### src/verilog/dec16_pkg.sv
package dec16_pkg;

  localparam int HALF_W = 16;
  localparam int WORD_W = 32;
  localparam int REG_W  = 5;
  localparam int MAJ_W  = 6;

  // field positions inside a 16-bit halfword
  localparam int F_MAJ_LO  = 10;
  localparam int F_R5A_LO  = 5;
  localparam int F_R5B_LO  = 0;
  localparam int F_R3A_LO  = 7;
  localparam int F_R3B_LO  = 4;
  localparam int F_R3C_LO  = 1;
  localparam int F_MINOR   = 0;
  localparam int F_CODE_LO = 6;
  localparam int F_BRK_SEL = 5;

  localparam int WLOAD_SHIFT  = 2;
  localparam int BRANCH_SHIFT = 1;

  typedef logic [MAJ_W-1:0] major_t;
  typedef logic [REG_W-1:0] reg_idx_t;

  // major opcode assignments of the compact category
  localparam major_t MAJ_REG_COPY  = 6'h03;
  localparam major_t MAJ_GROUP_A   = 6'h01;
  localparam major_t MAJ_GROUP_C   = 6'h11;
  localparam major_t MAJ_GROUP_D   = 6'h13;
  localparam major_t MAJ_GROUP_E   = 6'h1B;
  localparam major_t MAJ_WLOAD     = 6'h1A;
  localparam major_t MAJ_WSTORE    = 6'h3A;
  localparam major_t MAJ_SP_WLOAD  = 6'h12;
  localparam major_t MAJ_SP_WSTORE = 6'h32;
  localparam major_t MAJ_LOAD_IMM  = 6'h3B;
  localparam major_t MAJ_BRANCH    = 6'h33;

  // minor codes inside the c group
  localparam logic [4:0] MIN_LINK_LONG  = 5'h0E;
  localparam logic [4:0] MIN_LINK_SHORT = 5'h0F;
  localparam logic [4:0] MIN_BREAKS     = 5'h1B;

  localparam reg_idx_t ZERO_REG = 5'h00;
  localparam reg_idx_t SP_REG   = 5'h1D;

  // reduced register set seen through 3-bit fields
  localparam reg_idx_t REG3_MAP [8] = '{5'h00, 5'h01, 5'h02, 5'h03,
                                         5'h04, 5'h05, 5'h06, 5'h07};

  typedef enum logic [4:0] {
    OP_NONE, OP_WIDE, OP_RESERVED, OP_REG_COPY, OP_NO_OP,
    OP_ADD_SAME, OP_ADD_SP, OP_ADD_TWO, OP_ADD_SP_REG,
    OP_UADD, OP_USUB, OP_NEGATE, OP_WLOAD, OP_WSTORE,
    OP_SP_WLOAD, OP_SP_WSTORE, OP_LOAD_IMM, OP_BRANCH,
    OP_LINK_LONG, OP_LINK_SHORT, OP_BREAK, OP_DEBUG_BREAK
  } op_t;

  typedef enum logic {ST_FIRST, ST_SECOND} asm_state_t;

  typedef struct packed {
    op_t                 op;
    logic                is_wide;
    logic                has_dst;
    reg_idx_t            dst;
    reg_idx_t            src_a;
    reg_idx_t            src_b;
    logic [WORD_W-1:0]   imm;
    logic [WORD_W-1:0]   raw;
  } dec_out_t;

  localparam dec_out_t DEC_RESET = '{op: OP_NONE, default: '0};
  localparam logic [HALF_W-1:0] HALF_RESET = 16'h0000;

  function automatic logic [WORD_W-1:0] sext(input logic [HALF_W-1:0] v,
                                              input int unsigned w);
    logic [WORD_W-1:0] r;
    r = 32'h0000_0000;
    for (int i = 0; i < WORD_W; i++) begin
      r[i] = (i < w) ? v[i] : v[w-1];
    end
    return r;
  endfunction

  function automatic logic [WORD_W-1:0] zext(input logic [HALF_W-1:0] v,
                                              input int unsigned w);
    logic [WORD_W-1:0] r;
    r = 32'h0000_0000;
    for (int i = 0; i < WORD_W; i++) begin
      r[i] = (i < w) ? v[i] : 1'b0;
    end
    return r;
  endfunction

endpackage

### src/verilog/compact_instr_field_decoder.sv
// Contract
// - register copy takes two full 5-bit registers
// - stack-pointer word load/store use implicit SP base
// - word load/store offset scaled by four
// - same-register add uses one 5-bit register
// - SP add uses SP as source and destination
// - two-register add maps two 3-bit registers
// - SP-to-register add reads SP, writes 3-bit dst
// - no-op is register copy of r0 to r0
// - negate is subtract from register zero
// - branch offset shifted left one place
// - compact breakpoint and debug breakpoint accepted
// - SP add has nine-bit immediate, one minor bit
// - two-register add has 3-bit imm, minor bit
// - unsigned add has three 3-bit registers
// - SP word load has 5-bit dst, 5-bit offset
// - link jumps differ in delay slot size
// - halfword with major opcode comes first
// - five-bit register fields decode linearly
// - size comes from major opcode alone
module compact_instr_field_decoder (
  input  wire logic                       clk,
  input  wire logic                       rst,
  input  wire logic                       ce,
  input  wire logic                       in_valid,
  input  wire logic [15:0]                in_half,
  output logic                            in_ready,
  output logic                            out_valid,
  input  wire logic                       out_ready,
  output dec16_pkg::dec_out_t             out_dec
);

  dec16_pkg::asm_state_t state_reg;
  dec16_pkg::asm_state_t state_next;
  logic [15:0]           first_reg;
  logic [15:0]           first_next;
  logic                  out_valid_reg;
  logic                  valid_next;
  dec16_pkg::dec_out_t   out_reg;
  dec16_pkg::dec_out_t   out_next;
  dec16_pkg::dec_out_t   short_dec;
  dec16_pkg::dec_out_t   wide_dec;
  dec16_pkg::dec_out_t   dec_sel;

  wire dec16_pkg::major_t   major = in_half[dec16_pkg::F_MAJ_LO +: 6];
  wire dec16_pkg::reg_idx_t r5a   = in_half[dec16_pkg::F_R5A_LO +: 5];
  wire dec16_pkg::reg_idx_t r5b   = in_half[dec16_pkg::F_R5B_LO +: 5];
  wire logic [4:0]          minor5 = in_half[4:0];
  wire logic                minor  = in_half[dec16_pkg::F_MINOR];
  wire logic                brk_dbg = in_half[dec16_pkg::F_BRK_SEL];
  dec16_pkg::reg_idx_t      r3a;
  dec16_pkg::reg_idx_t      r3b;
  dec16_pkg::reg_idx_t      r3c;
  logic                     is_short;
  logic                     fire;
  logic                     take_first;
  logic                     done_now;

  size_classifier u_size (
    .major    (major),
    .is_short (is_short)
  );

  reg3_map u_map_a (
    .code    (in_half[dec16_pkg::F_R3A_LO +: 3]),
    .reg_idx (r3a)
  );

  reg3_map u_map_b (
    .code    (in_half[dec16_pkg::F_R3B_LO +: 3]),
    .reg_idx (r3b)
  );

  reg3_map u_map_c (
    .code    (in_half[dec16_pkg::F_R3C_LO +: 3]),
    .reg_idx (r3c)
  );

  assign in_ready   = ce && (!out_valid_reg || out_ready);
  assign fire       = in_valid && in_ready;
  assign take_first = fire && (state_reg == dec16_pkg::ST_FIRST);
  assign done_now   = fire && ((state_reg == dec16_pkg::ST_SECOND) ||
                               is_short);

  // field extraction of the halfword forms
  always_comb begin
    short_dec         = dec16_pkg::DEC_RESET;
    short_dec.op      = dec16_pkg::OP_RESERVED;
    short_dec.raw     = {16'h0000, in_half};
    unique case (major)
      dec16_pkg::MAJ_REG_COPY: begin
        short_dec.dst   = r5a;
        short_dec.src_a = r5b;
        if (r5a == dec16_pkg::ZERO_REG && r5b == dec16_pkg::ZERO_REG) begin
          short_dec.op = dec16_pkg::OP_NO_OP;
        end else begin
          short_dec.op      = dec16_pkg::OP_REG_COPY;
          short_dec.has_dst = 1'b1;
        end
      end
      dec16_pkg::MAJ_GROUP_D: begin
        short_dec.has_dst = 1'b1;
        if (!minor) begin
          short_dec.op    = dec16_pkg::OP_ADD_SAME;
          short_dec.dst   = r5a;
          short_dec.src_a = r5a;
          short_dec.imm   = dec16_pkg::sext(16'(in_half[4:1]), 4);
        end else begin
          short_dec.op    = dec16_pkg::OP_ADD_SP;
          short_dec.dst   = dec16_pkg::SP_REG;
          short_dec.src_a = dec16_pkg::SP_REG;
          short_dec.imm   = dec16_pkg::sext(16'(in_half[9:1]), 9);
        end
      end
      dec16_pkg::MAJ_GROUP_E: begin
        short_dec.has_dst = 1'b1;
        short_dec.dst     = r3a;
        if (!minor) begin
          short_dec.op    = dec16_pkg::OP_ADD_TWO;
          short_dec.src_a = r3b;
          short_dec.imm   = dec16_pkg::sext(16'(in_half[3:1]), 3);
        end else begin
          short_dec.op    = dec16_pkg::OP_ADD_SP_REG;
          short_dec.src_a = dec16_pkg::SP_REG;
          short_dec.imm   = dec16_pkg::zext(16'(in_half[6:1]), 6);
        end
      end
      dec16_pkg::MAJ_GROUP_A: begin
        short_dec.has_dst = 1'b1;
        short_dec.dst     = r3a;
        short_dec.src_a   = r3b;
        short_dec.src_b   = r3c;
        if (!minor) begin
          short_dec.op = dec16_pkg::OP_UADD;
        end else if (r3b == dec16_pkg::ZERO_REG) begin
          short_dec.op = dec16_pkg::OP_NEGATE;
        end else begin
          short_dec.op = dec16_pkg::OP_USUB;
        end
      end
      dec16_pkg::MAJ_WLOAD, dec16_pkg::MAJ_WSTORE: begin
        short_dec.op      = (major == dec16_pkg::MAJ_WLOAD) ?
                            dec16_pkg::OP_WLOAD : dec16_pkg::OP_WSTORE;
        short_dec.has_dst = (major == dec16_pkg::MAJ_WLOAD);
        short_dec.dst     = r3a;
        short_dec.src_b   = r3a;
        short_dec.src_a   = r3b;
        short_dec.imm     = dec16_pkg::zext(16'(in_half[3:0]), 4)
                            << dec16_pkg::WLOAD_SHIFT;
      end
      dec16_pkg::MAJ_SP_WLOAD, dec16_pkg::MAJ_SP_WSTORE: begin
        short_dec.op      = (major == dec16_pkg::MAJ_SP_WLOAD) ?
                            dec16_pkg::OP_SP_WLOAD : dec16_pkg::OP_SP_WSTORE;
        short_dec.has_dst = (major == dec16_pkg::MAJ_SP_WLOAD);
        short_dec.dst     = r5a;
        short_dec.src_b   = r5a;
        short_dec.src_a   = dec16_pkg::SP_REG;
        short_dec.imm     = dec16_pkg::zext(16'(in_half[4:0]), 5)
                            << dec16_pkg::WLOAD_SHIFT;
      end
      dec16_pkg::MAJ_LOAD_IMM: begin
        short_dec.op      = dec16_pkg::OP_LOAD_IMM;
        short_dec.has_dst = 1'b1;
        short_dec.dst     = r3a;
        short_dec.imm     = dec16_pkg::zext(16'(in_half[6:0]), 7);
      end
      dec16_pkg::MAJ_BRANCH: begin
        short_dec.op  = dec16_pkg::OP_BRANCH;
        short_dec.imm = dec16_pkg::sext(16'(in_half[9:0]), 10)
                        << dec16_pkg::BRANCH_SHIFT;
      end
      dec16_pkg::MAJ_GROUP_C: begin
        if (minor5 == dec16_pkg::MIN_LINK_LONG ||
            minor5 == dec16_pkg::MIN_LINK_SHORT) begin
          short_dec.op      = (minor5 == dec16_pkg::MIN_LINK_LONG) ?
                              dec16_pkg::OP_LINK_LONG :
                              dec16_pkg::OP_LINK_SHORT;
          short_dec.src_a   = r5a;
          short_dec.has_dst = 1'b1;
          short_dec.dst     = 5'h1F;
        end else if (minor5 == dec16_pkg::MIN_BREAKS) begin
          short_dec.op  = brk_dbg ? dec16_pkg::OP_DEBUG_BREAK :
                                    dec16_pkg::OP_BREAK;
          short_dec.imm = dec16_pkg::zext(16'(in_half[9:6]), 4);
        end
      end
      default: begin
        short_dec.op = dec16_pkg::OP_RESERVED;
      end
    endcase
  end

  always_comb begin
    wide_dec         = dec16_pkg::DEC_RESET;
    wide_dec.op      = dec16_pkg::OP_WIDE;
    wide_dec.is_wide = 1'b1;
    wide_dec.raw     = {first_reg, in_half};
  end

  assign dec_sel    = (state_reg == dec16_pkg::ST_SECOND) ? wide_dec
                                                          : short_dec;
  assign out_next   = done_now ? dec_sel : out_reg;
  assign valid_next = done_now || (out_valid_reg && !out_ready && !fire);
  assign first_next = take_first ? in_half : first_reg;
  assign state_next = (take_first && !is_short) ? dec16_pkg::ST_SECOND :
                      (fire ? dec16_pkg::ST_FIRST : state_reg);

  always_ff @(posedge clk) begin
    if (rst) begin
      state_reg     <= dec16_pkg::ST_FIRST;
      first_reg     <= dec16_pkg::HALF_RESET;
      out_valid_reg <= 1'b0;
      out_reg       <= dec16_pkg::DEC_RESET;
    end else if (ce) begin
      state_reg     <= state_next;
      first_reg     <= first_next;
      out_valid_reg <= valid_next;
      out_reg       <= out_next;
    end
  end

  assign out_valid = out_valid_reg;
  assign out_dec   = out_reg;

  logic take16;
  assign take16 = take_first && is_short;
endmodule

### src/verilog/size_classifier.sv
module size_classifier (
  input  wire dec16_pkg::major_t major,
  output logic                   is_short
);
  // the major opcode alone tells halfword from word instructions
  assign is_short = (major == dec16_pkg::MAJ_REG_COPY)  ||
                    (major == dec16_pkg::MAJ_GROUP_A)   ||
                    (major == dec16_pkg::MAJ_GROUP_C)   ||
                    (major == dec16_pkg::MAJ_GROUP_D)   ||
                    (major == dec16_pkg::MAJ_GROUP_E)   ||
                    (major == dec16_pkg::MAJ_WLOAD)     ||
                    (major == dec16_pkg::MAJ_WSTORE)    ||
                    (major == dec16_pkg::MAJ_SP_WLOAD)  ||
                    (major == dec16_pkg::MAJ_SP_WSTORE) ||
                    (major == dec16_pkg::MAJ_LOAD_IMM)  ||
                    (major == dec16_pkg::MAJ_BRANCH);
endmodule

### src/verilog/reg3_map.sv
module reg3_map (
  input  wire logic [2:0]          code,
  output dec16_pkg::reg_idx_t      reg_idx
);
  assign reg_idx = dec16_pkg::REG3_MAP[code];
endmodule

### config.mk
export PLATFORM = sky130hd
export DESIGN_NAME = compact_instr_field_decoder
export DESIGN_NICKNAME = d
export VERILOG_FILES = /design/src/verilog/dec16_pkg.sv /design/src/verilog/compact_instr_field_decoder.sv /design/src/verilog/size_classifier.sv /design/src/verilog/reg3_map.sv
export SDC_FILE = /design/constraint.sdc
export NUM_CORES = 1
export LEC_CHECK = 0
export ABC_AREA = 1
export BUFFER_PORTS_ARGS = -buffer_cell sky130_fd_sc_hd__clkbuf_2
export CELL_PAD_IN_SITES_DETAIL_PLACEMENT = 2
export CELL_PAD_IN_SITES_GLOBAL_PLACEMENT = 2
export CORE_MARGIN = 2
export CORE_UTILIZATION = 30
export DETAILED_ROUTE_END_ITERATION = 16
export GPL_TIMING_DRIVEN = 0
export PLACE_DENSITY = 0.91
export SETUP_SLACK_MARGIN = 0.05
export SKIP_LAST_GASP = 1
export SLEW_MARGIN = 20
export SYNTH_ARGS = -nofsm -noshare
export SYNTH_HDL_FRONTEND = slang
export SYNTH_SLANG_ARGS = --single-unit
export TNS_END_PERCENT = 10
### constraint.sdc
create_clock -name clk -period 3.33 [get_ports clk]
set_clock_uncertainty 0.05 [all_clocks]
set_input_delay 0.1665 -clock clk [delete_from_list [all_inputs] [get_ports clk]]
set_output_delay 0.1665 -clock clk [all_outputs]
set_load 0.02 [all_outputs]
==> metrics.yaml, run 1 <==
setup_path:
  cpMaxStageDelayCell: "nor2_1"
  path_cells: "nand2_1 > nand2_1 > inv_1 > nand2_1 > nor2_1 > nand3_4 > nor2_2 > buf_4 > nand2_1 > nand2_1"
  critical-path-top-delay-family: "simple AND/OR/NAND/NOR gates"
  path_max_fanout: 10
  arrival_ns: 2.17
  worst_ep_required_time_ns: 3.57
  crit_buf_inv: 2
  critPathMaxStageDelay_ns: 0.41
  criticalPathCategory: "reg2reg"
  setup.worst_path.start_class: "flip-flop"
  cp_common_cell: "nand2_1"
  end_kind: "flip-flop"
synth:
  synth_compound_area_frac: 0.1801
  synth_cell_types: 30
  syn-mean-instance-area_um2: 6.887
  yosysSeqAreaShare: 0.4138
  ys_warn_count: 0
  synthArstFlopShare: 0
  synth_fa_ha_area_frac: 0
  synth-edff-count: 0
  synthesis.area_um2: 4015
  synthMuxAreaShare: 0
  synthFlopType: "dfxtp_1"
  synth_simple_gate_area_frac: 0.2870
  postSynthCellCount: 583
  synthXorXnorAreaFrac: 0
  synth-seq-cells: 83
  syn-num-nets: 604
  synth_top_family_by_area: "simple AND/OR/NAND/NOR gates"
clock_tree:
  post_cts_resized: 0
  cts_setup_buffers: 0
  cts_max_path_buffers: 2
  cts_made_buffers: 9
  cts.htree.levels: 3
  root_buffer: "clkbuf_16"
  cts_sinks: 83
  clock_latency_ns: 0.35
  cts_tree: "done"
  cts_hold_buffers: 0
  clkTransAtPathRegs_ns: 0.06
floorplanning:
  ios: 109
  dieArea_um2: 14320
  start_util: 0.3056
  core-area_um2: 13140
  die_h_um: 119.7
  rows: 42
  die_w_um: 119.7
route:
  drt-initial-drc-count: 191
  vias: 4375
  wl_um: 15920
  wl_per_cell_um: 18.26
  viasPerCell: 5.017
  postRouteAntennaNets: 0
  dr.pass1.iters: 4
  drc: 0
final_layout:
  utilization: 0.3818
  multi_input_area_um2: 1876
  syn_to_final_growth_pct: 24.93
  largest_reg_flops: 65
  nNetsFinal: 713
  diodes: 0
  seq_area_um2: 1662
  drive_gt1_frac: 0.2385
  num-fill-cells: 1600
timing:
  fmax_mhz: 520.0
  tightest_slew_ns: 0.6787
  whs_ns: 0.07194
  setup_violations: 0
  finalMaxSlewViolations: 0
  period_share: 0.5775
  tns_ns: 0
  relSlewSlack: 0.5475
  period_minus_slack_ns: 1.923
  rsz0062_at_grt: "false"
  hold_viol_final: 0
status:
  status: "completed"
global_route:
  grt_pass1_vias: 4665
  overflow: 0
  antenna_found_initial: 0
  grt_first_pass_wirelength_um: 25560
  grt_max_degree: 24
  grtUsageTotal: 0.2303
power_and_ir_drop:
  p_leak_nw: 2.504
  ir_drop_mv: 0.2486
  powerDensity_nw_per_um2: 456.3
placed_design:
  gp_congestion: 0.8919
  io_buffers: 98
  hpwl_um: 12110
flow_run:
  cap_violations: 0
worst_hold_path:
  hold_class: "in2reg"
[cell usage in the layout, fill, tap and decap left out, types with 2 or more instances in the layout]
cell / instances
nor2_4: 2
nand2_4: 2
nand2_1: 144
o211ai_1: 4
clkbuf_2: 98
buf_4: 26
buf_2: 6
a22oi_1: 24
inv_1: 40
nor2_2: 7
clkbuf_1: 20
o21ai_0: 46
nand2_2: 2
dfxtp_1: 83
inv_6: 2
nand4_1: 5
o21ai_1: 6
nand3_1: 24
nor3_1: 4
nor2_1: 81
inv_2: 5
clkinv_2: 3
o22ai_1: 5
a21oi_1: 38
clkbuf_16: 9
[synth_stat cells, types with 4 or more instances]
library cell | n | area share
nand4_1 | 5 | 0.0078
clkbuf_1 | 20 | 0.019
inv_1 | 40 | 0.037
inv_2 | 5 | 0.0047
nor2_1 | 81 | 0.076
o22ai_1 | 5 | 0.0078
dfxtp_1 | 83 | 0.41
nor2_2 | 7 | 0.011
o211ai_1 | 4 | 0.0075
buf_2 | 6 | 0.0075
o21ai_1 | 6 | 0.0075
a22oi_1 | 24 | 0.045
nor3_1 | 4 | 0.0050
buf_4 | 26 | 0.049
nand3_1 | 24 | 0.030
a21oi_1 | 38 | 0.047
nand2_1 | 144 | 0.13
o21ai_0 | 46 | 0.057
[per-layer routing]
metal	vias to the layer above	GRT usage	share of wire
met3	25	0.04800	0.056
met1	2143	0.2798	0.42
met5	-	0	0
met4	0	0.08015	0.016
li1	2094	-	-
met2	113	0.4029	0.50
[stage by stage]
step | total power (W) | instances | area [um2] | worst slack [ns]
after floorplan | 0.001212 | 583 | 4015 | 1.633
final | 0.002289 | 872 | 5016 | 1.407
after global placement | 0.001295 | 857 | 4726 | 1.271
after global routing | 0.002384 | 872 | 5016 | 1.129
after CTS | 0.002314 | 872 | 5016 | 1.380
after detailed placement | 0.001309 | 857 | 4726 | 1.150
[cells by family after synthesis]
group,Yosys count
and+or+nand+nor,274
buffers and inverters,99
AOI/OAI and AO/OA,127
DFF,83
[final timing paths]
check,startpoint,end,slack (ns),depth (start not counted)
min,ce,out_valid,0.07,3
min reg2reg,out_dec[39],out_dec[39],0.41,2
max reg2reg,out_valid,out_dec[62],1.41,10
max,out_valid,out_dec[62],1.41,10
[area by class of cell]
type | instances | share of cell area
multi-input combinational | 401 | 0.3739
sequential | 83 | 0.3313
timing repair buffer | 98 | 0.09778
buffer | 52 | 0.05987
clock buffer | 9 | 0.04490
tap | 176 | 0.04390
inverter | 47 | 0.03542
clock inverter | 6 | 0.01297
[report_power, final]
| group | internal, W | switching, W |
|---|---|---|
| clock | 0.000579 | 0.000419 |
| sequential | 0.00102 | 0.0000179 |
| combinational | 0.0000652 | 0.000186 |
| total | 0.00167 | 0.000622 |
[worst min-delay path, delay by kind of cell]
family | cells | cell delay, ns
compound gates | 2 | 0.18
buf+inv | 1 | 0.09
No activity file was read; power rests on OpenSTA's default activity.
==> run 2: changes to the inputs <==
--- a/config.mk
+++ b/config.mk
@@ -5,15 +5,15 @@
 export SDC_FILE = /design/constraint.sdc
 export NUM_CORES = 1
 export LEC_CHECK = 0
-export ABC_AREA = 1
+export ABC_AREA = 0
 export BUFFER_PORTS_ARGS = -buffer_cell sky130_fd_sc_hd__clkbuf_2
 export CELL_PAD_IN_SITES_DETAIL_PLACEMENT = 2
 export CELL_PAD_IN_SITES_GLOBAL_PLACEMENT = 2
 export CORE_MARGIN = 2
-export CORE_UTILIZATION = 30
+export CORE_UTILIZATION = 31
 export DETAILED_ROUTE_END_ITERATION = 16
 export GPL_TIMING_DRIVEN = 0
-export PLACE_DENSITY = 0.91
+export PLACE_DENSITY = 0.87
 export SETUP_SLACK_MARGIN = 0.05
 export SKIP_LAST_GASP = 1
 export SLEW_MARGIN = 20
==> constraint.sdc (replaced) <==
create_clock -name clk -period 1.95 [get_ports clk]
set_clock_uncertainty 0.05 [all_clocks]
set_input_delay 0.0975 -clock clk [delete_from_list [all_inputs] [get_ports clk]]
set_output_delay 0.0975 -clock clk [all_outputs]
set_load 0.02 [all_outputs]
==> run 2 against run 1 <==
  * Critical path depth down 4
  * Global-route usage up 0.13 points
  * Die area up 0.13%
  * Critical endpoint is now out_dec[70]
==> metrics.yaml, run 2 <==
status:
  status: "completed"
timing:
  period_share: 0.9883
  tightest_slew_ns: 0.8219
  setup_ws_ns: 0.02285
  hold_viol_final: 0
  setup_violations: 0
  fmax_mhz: 518.9
  rsz0062_at_grt: "true"
  period_minus_slack_ns: 1.927
  relSlewSlack: 0.4501
  finalMaxSlewViolations: 0
clock_tree:
  clkTransAtPathRegs_ns: 0.06
  cts_sinks: 83
  cts_tree: "done"
  cts_setup_buffers: 0
  cts.htree.levels: 3
  clock_latency_ns: 0.34
  root_buffer: "clkbuf_16"
  cts_max_path_buffers: 2
  cts_made_buffers: 9
synth:
  synthesis.area_um2: 4154
  synth_cell_types: 60
  synthTopCellsByCount: "dfxtp_1 (83), nand2_1 (57), a21oi_1 (50), nor2_1 (33), clkbuf_1 (25)"
  yosysMostFrequentCell: "dfxtp_1"
  synth.top_cell.area_share: 0.4000
  syn-num-nets: 503
  syn-mean-instance-area_um2: 8.618
  synth_area_leaders: "dfxtp_1 (40%), a21oi_1 (6.0%), nand2_1 (5.2%), o2bb2ai_1 (4.8%), buf_4 (4.3%)"
  ys_warn_count: 0
  synthFlopType: "dfxtp_1"
  synth_top_area_cell: "dfxtp_1"
  synthArstFlopShare: 0
  synth-edff-count: 0
  postSynthCellCount: 482
  synth-seq-cells: 83
  yosysSeqAreaShare: 0.4000
floorplanning:
  rows: 42
  dieArea_um2: 14340
  start_util: 0.3149
  core-area_um2: 13190
  die_h_um: 119.8
  die_w_um: 119.8
  ios: 109
setup_path:
  setup.worst_path.start_class: "primary input"
  arrival_ns: 2.09
  end_kind: "flip-flop"
  worst_ep_required_time_ns: 2.12
  path_max_fanout: 10
  criticalPathCategory: "in2reg"
route:
  drt-initial-drc-count: 256
  wl_um: 16320
  dr.pass1.iters: 6
  wl_per_cell_um: 20.95
  drc: 0
  vias: 4255
  viasPerCell: 5.462
  postRouteAntennaNets: 0
placed_design:
  pre_cts_ws_ns: -0.3527
  io_buffers: 107
  hpwl_um: 12200
  gp_congestion: 0.9335
  dpl.cell_count: 765
final_layout:
  mostFrequentLayoutCell: "clkbuf_2"
  diodes: 0
  drive_gt1_frac: 0.2819
  largest_reg_flops: 65
  nNetsFinal: 621
  layout_common_cells: "clkbuf_2 (107), dfxtp_1 (83), nand2_1 (57)"
  multi_input_area_um2: 2101
  syn_to_final_growth_pct: 25.30
  instances_no_fill: 779
  seq_area_um2: 1662
  num-fill-cells: 1491
global_route:
  grt_max_degree: 24
  antenna_found_initial: 0
  grt_pass1_vias: 4626
  grt_first_pass_wirelength_um: 25640
  overflow: 0
  grtUsageTotal: 0.2317
worst_hold_path:
  hold_class: "in2reg"
power_and_ir_drop:
  powerDensity_nw_per_um2: 747.3
  ir_drop_mv: 0.3794
  p_leak_nw: 2.185
flow_run:
  cap_violations: 0
==> run 2: per-stage QoR <==
stage,TNS (ns),hold slack [ns],power [W],cell area [um2],utilization
global placement,-3.184,0.3405,0.002238,4910,0.3722
CTS,-0.008737,0.008766,0.003918,5196,0.3939
global route,-0.2997,0.05747,0.004031,5205,0.3946
finish,0,0.007120,0.003890,5205,0.3946
floorplan,0,0.2195,0.002082,4154,-
detailed placement,-4.318,0.3692,0.002258,4910,0.3722
==> run 2: cell type report <==
cell class	instances	area share
multi-input cells	329	0.4036
flip-flops and latches	83	0.3192
repair buffers	107	0.1029
plain buffers	66	0.07500
clock buffers	9	0.04327
well taps	176	0.04231
clock inverters	5	0.01082
inverters	4	0.002885
==> run 2: cells by family (layout without fill, tap and decap cells) <==
| kind of cell | Yosys count | in the layout | share of synthesized area |
|---|---|---|---|
| AND/OR/NAND/NOR | 169 | 169 | 0.2145 |
| AO/OA/AOI/OAI | 145 | 145 | 0.2515 |
| multiplexers | 15 | 15 | 0.03644 |
| flip-flops | 83 | 83 | 0.4000 |
| buffers and inverters | 70 | 191 | 0.09759 |
==> run 2: path summary, 6_finish.rpt <==
kind | cells after the start | end | startpoint | slack (ns)
setup / recovery | 6 | out_dec[70] | in_half[0] | 0.02
hold / removal | 3 | out_valid | ce | 0.007
setup reg to reg | 4 | first_reg[7] | state_reg | 0.07
hold reg to reg | 1 | out_dec[35] | out_dec[35] | 0.40
==> run 2: critical path, stage by stage <==
cell       delay [ns]
clkbuf_2         0.18
clkbuf_1         0.42
clkbuf_1         0.56
o22ai_1          0.19
a221oi_1         0.52
o2bb2ai_1        0.11
==> run 2: repair_timing <==
action                                  4_1_cts  5_1_grt
hold endpoints to repair                      0        0
endpoints found under the setup margin        7       32
gates cloned                                  0        0
gates resized for setup                       1        2
hold buffers                                  0        0
==> run 2: power breakdown <==
| group | internal (W) | switching (W) | leakage, nW |
|---|---|---|---|
| Combinational | 0.000149 | 0.000330 | 1.38 |
| Clock | 0.000975 | 0.000682 | 0.137 |
| Sequential | 0.00173 | 0.0000230 | 0.671 |
==> run 2: layer usage <==
metal	wire length, um	GRT usage	vias to the layer above	part of all wire
li1	-	-	1962	-
met1	7252	0.2947	2136	0.44
met2	8127	0.3971	134	0.50
met3	606	0.02899	23	0.037
met4	335	0.09338	0	0.021
met5	0	0	-	0
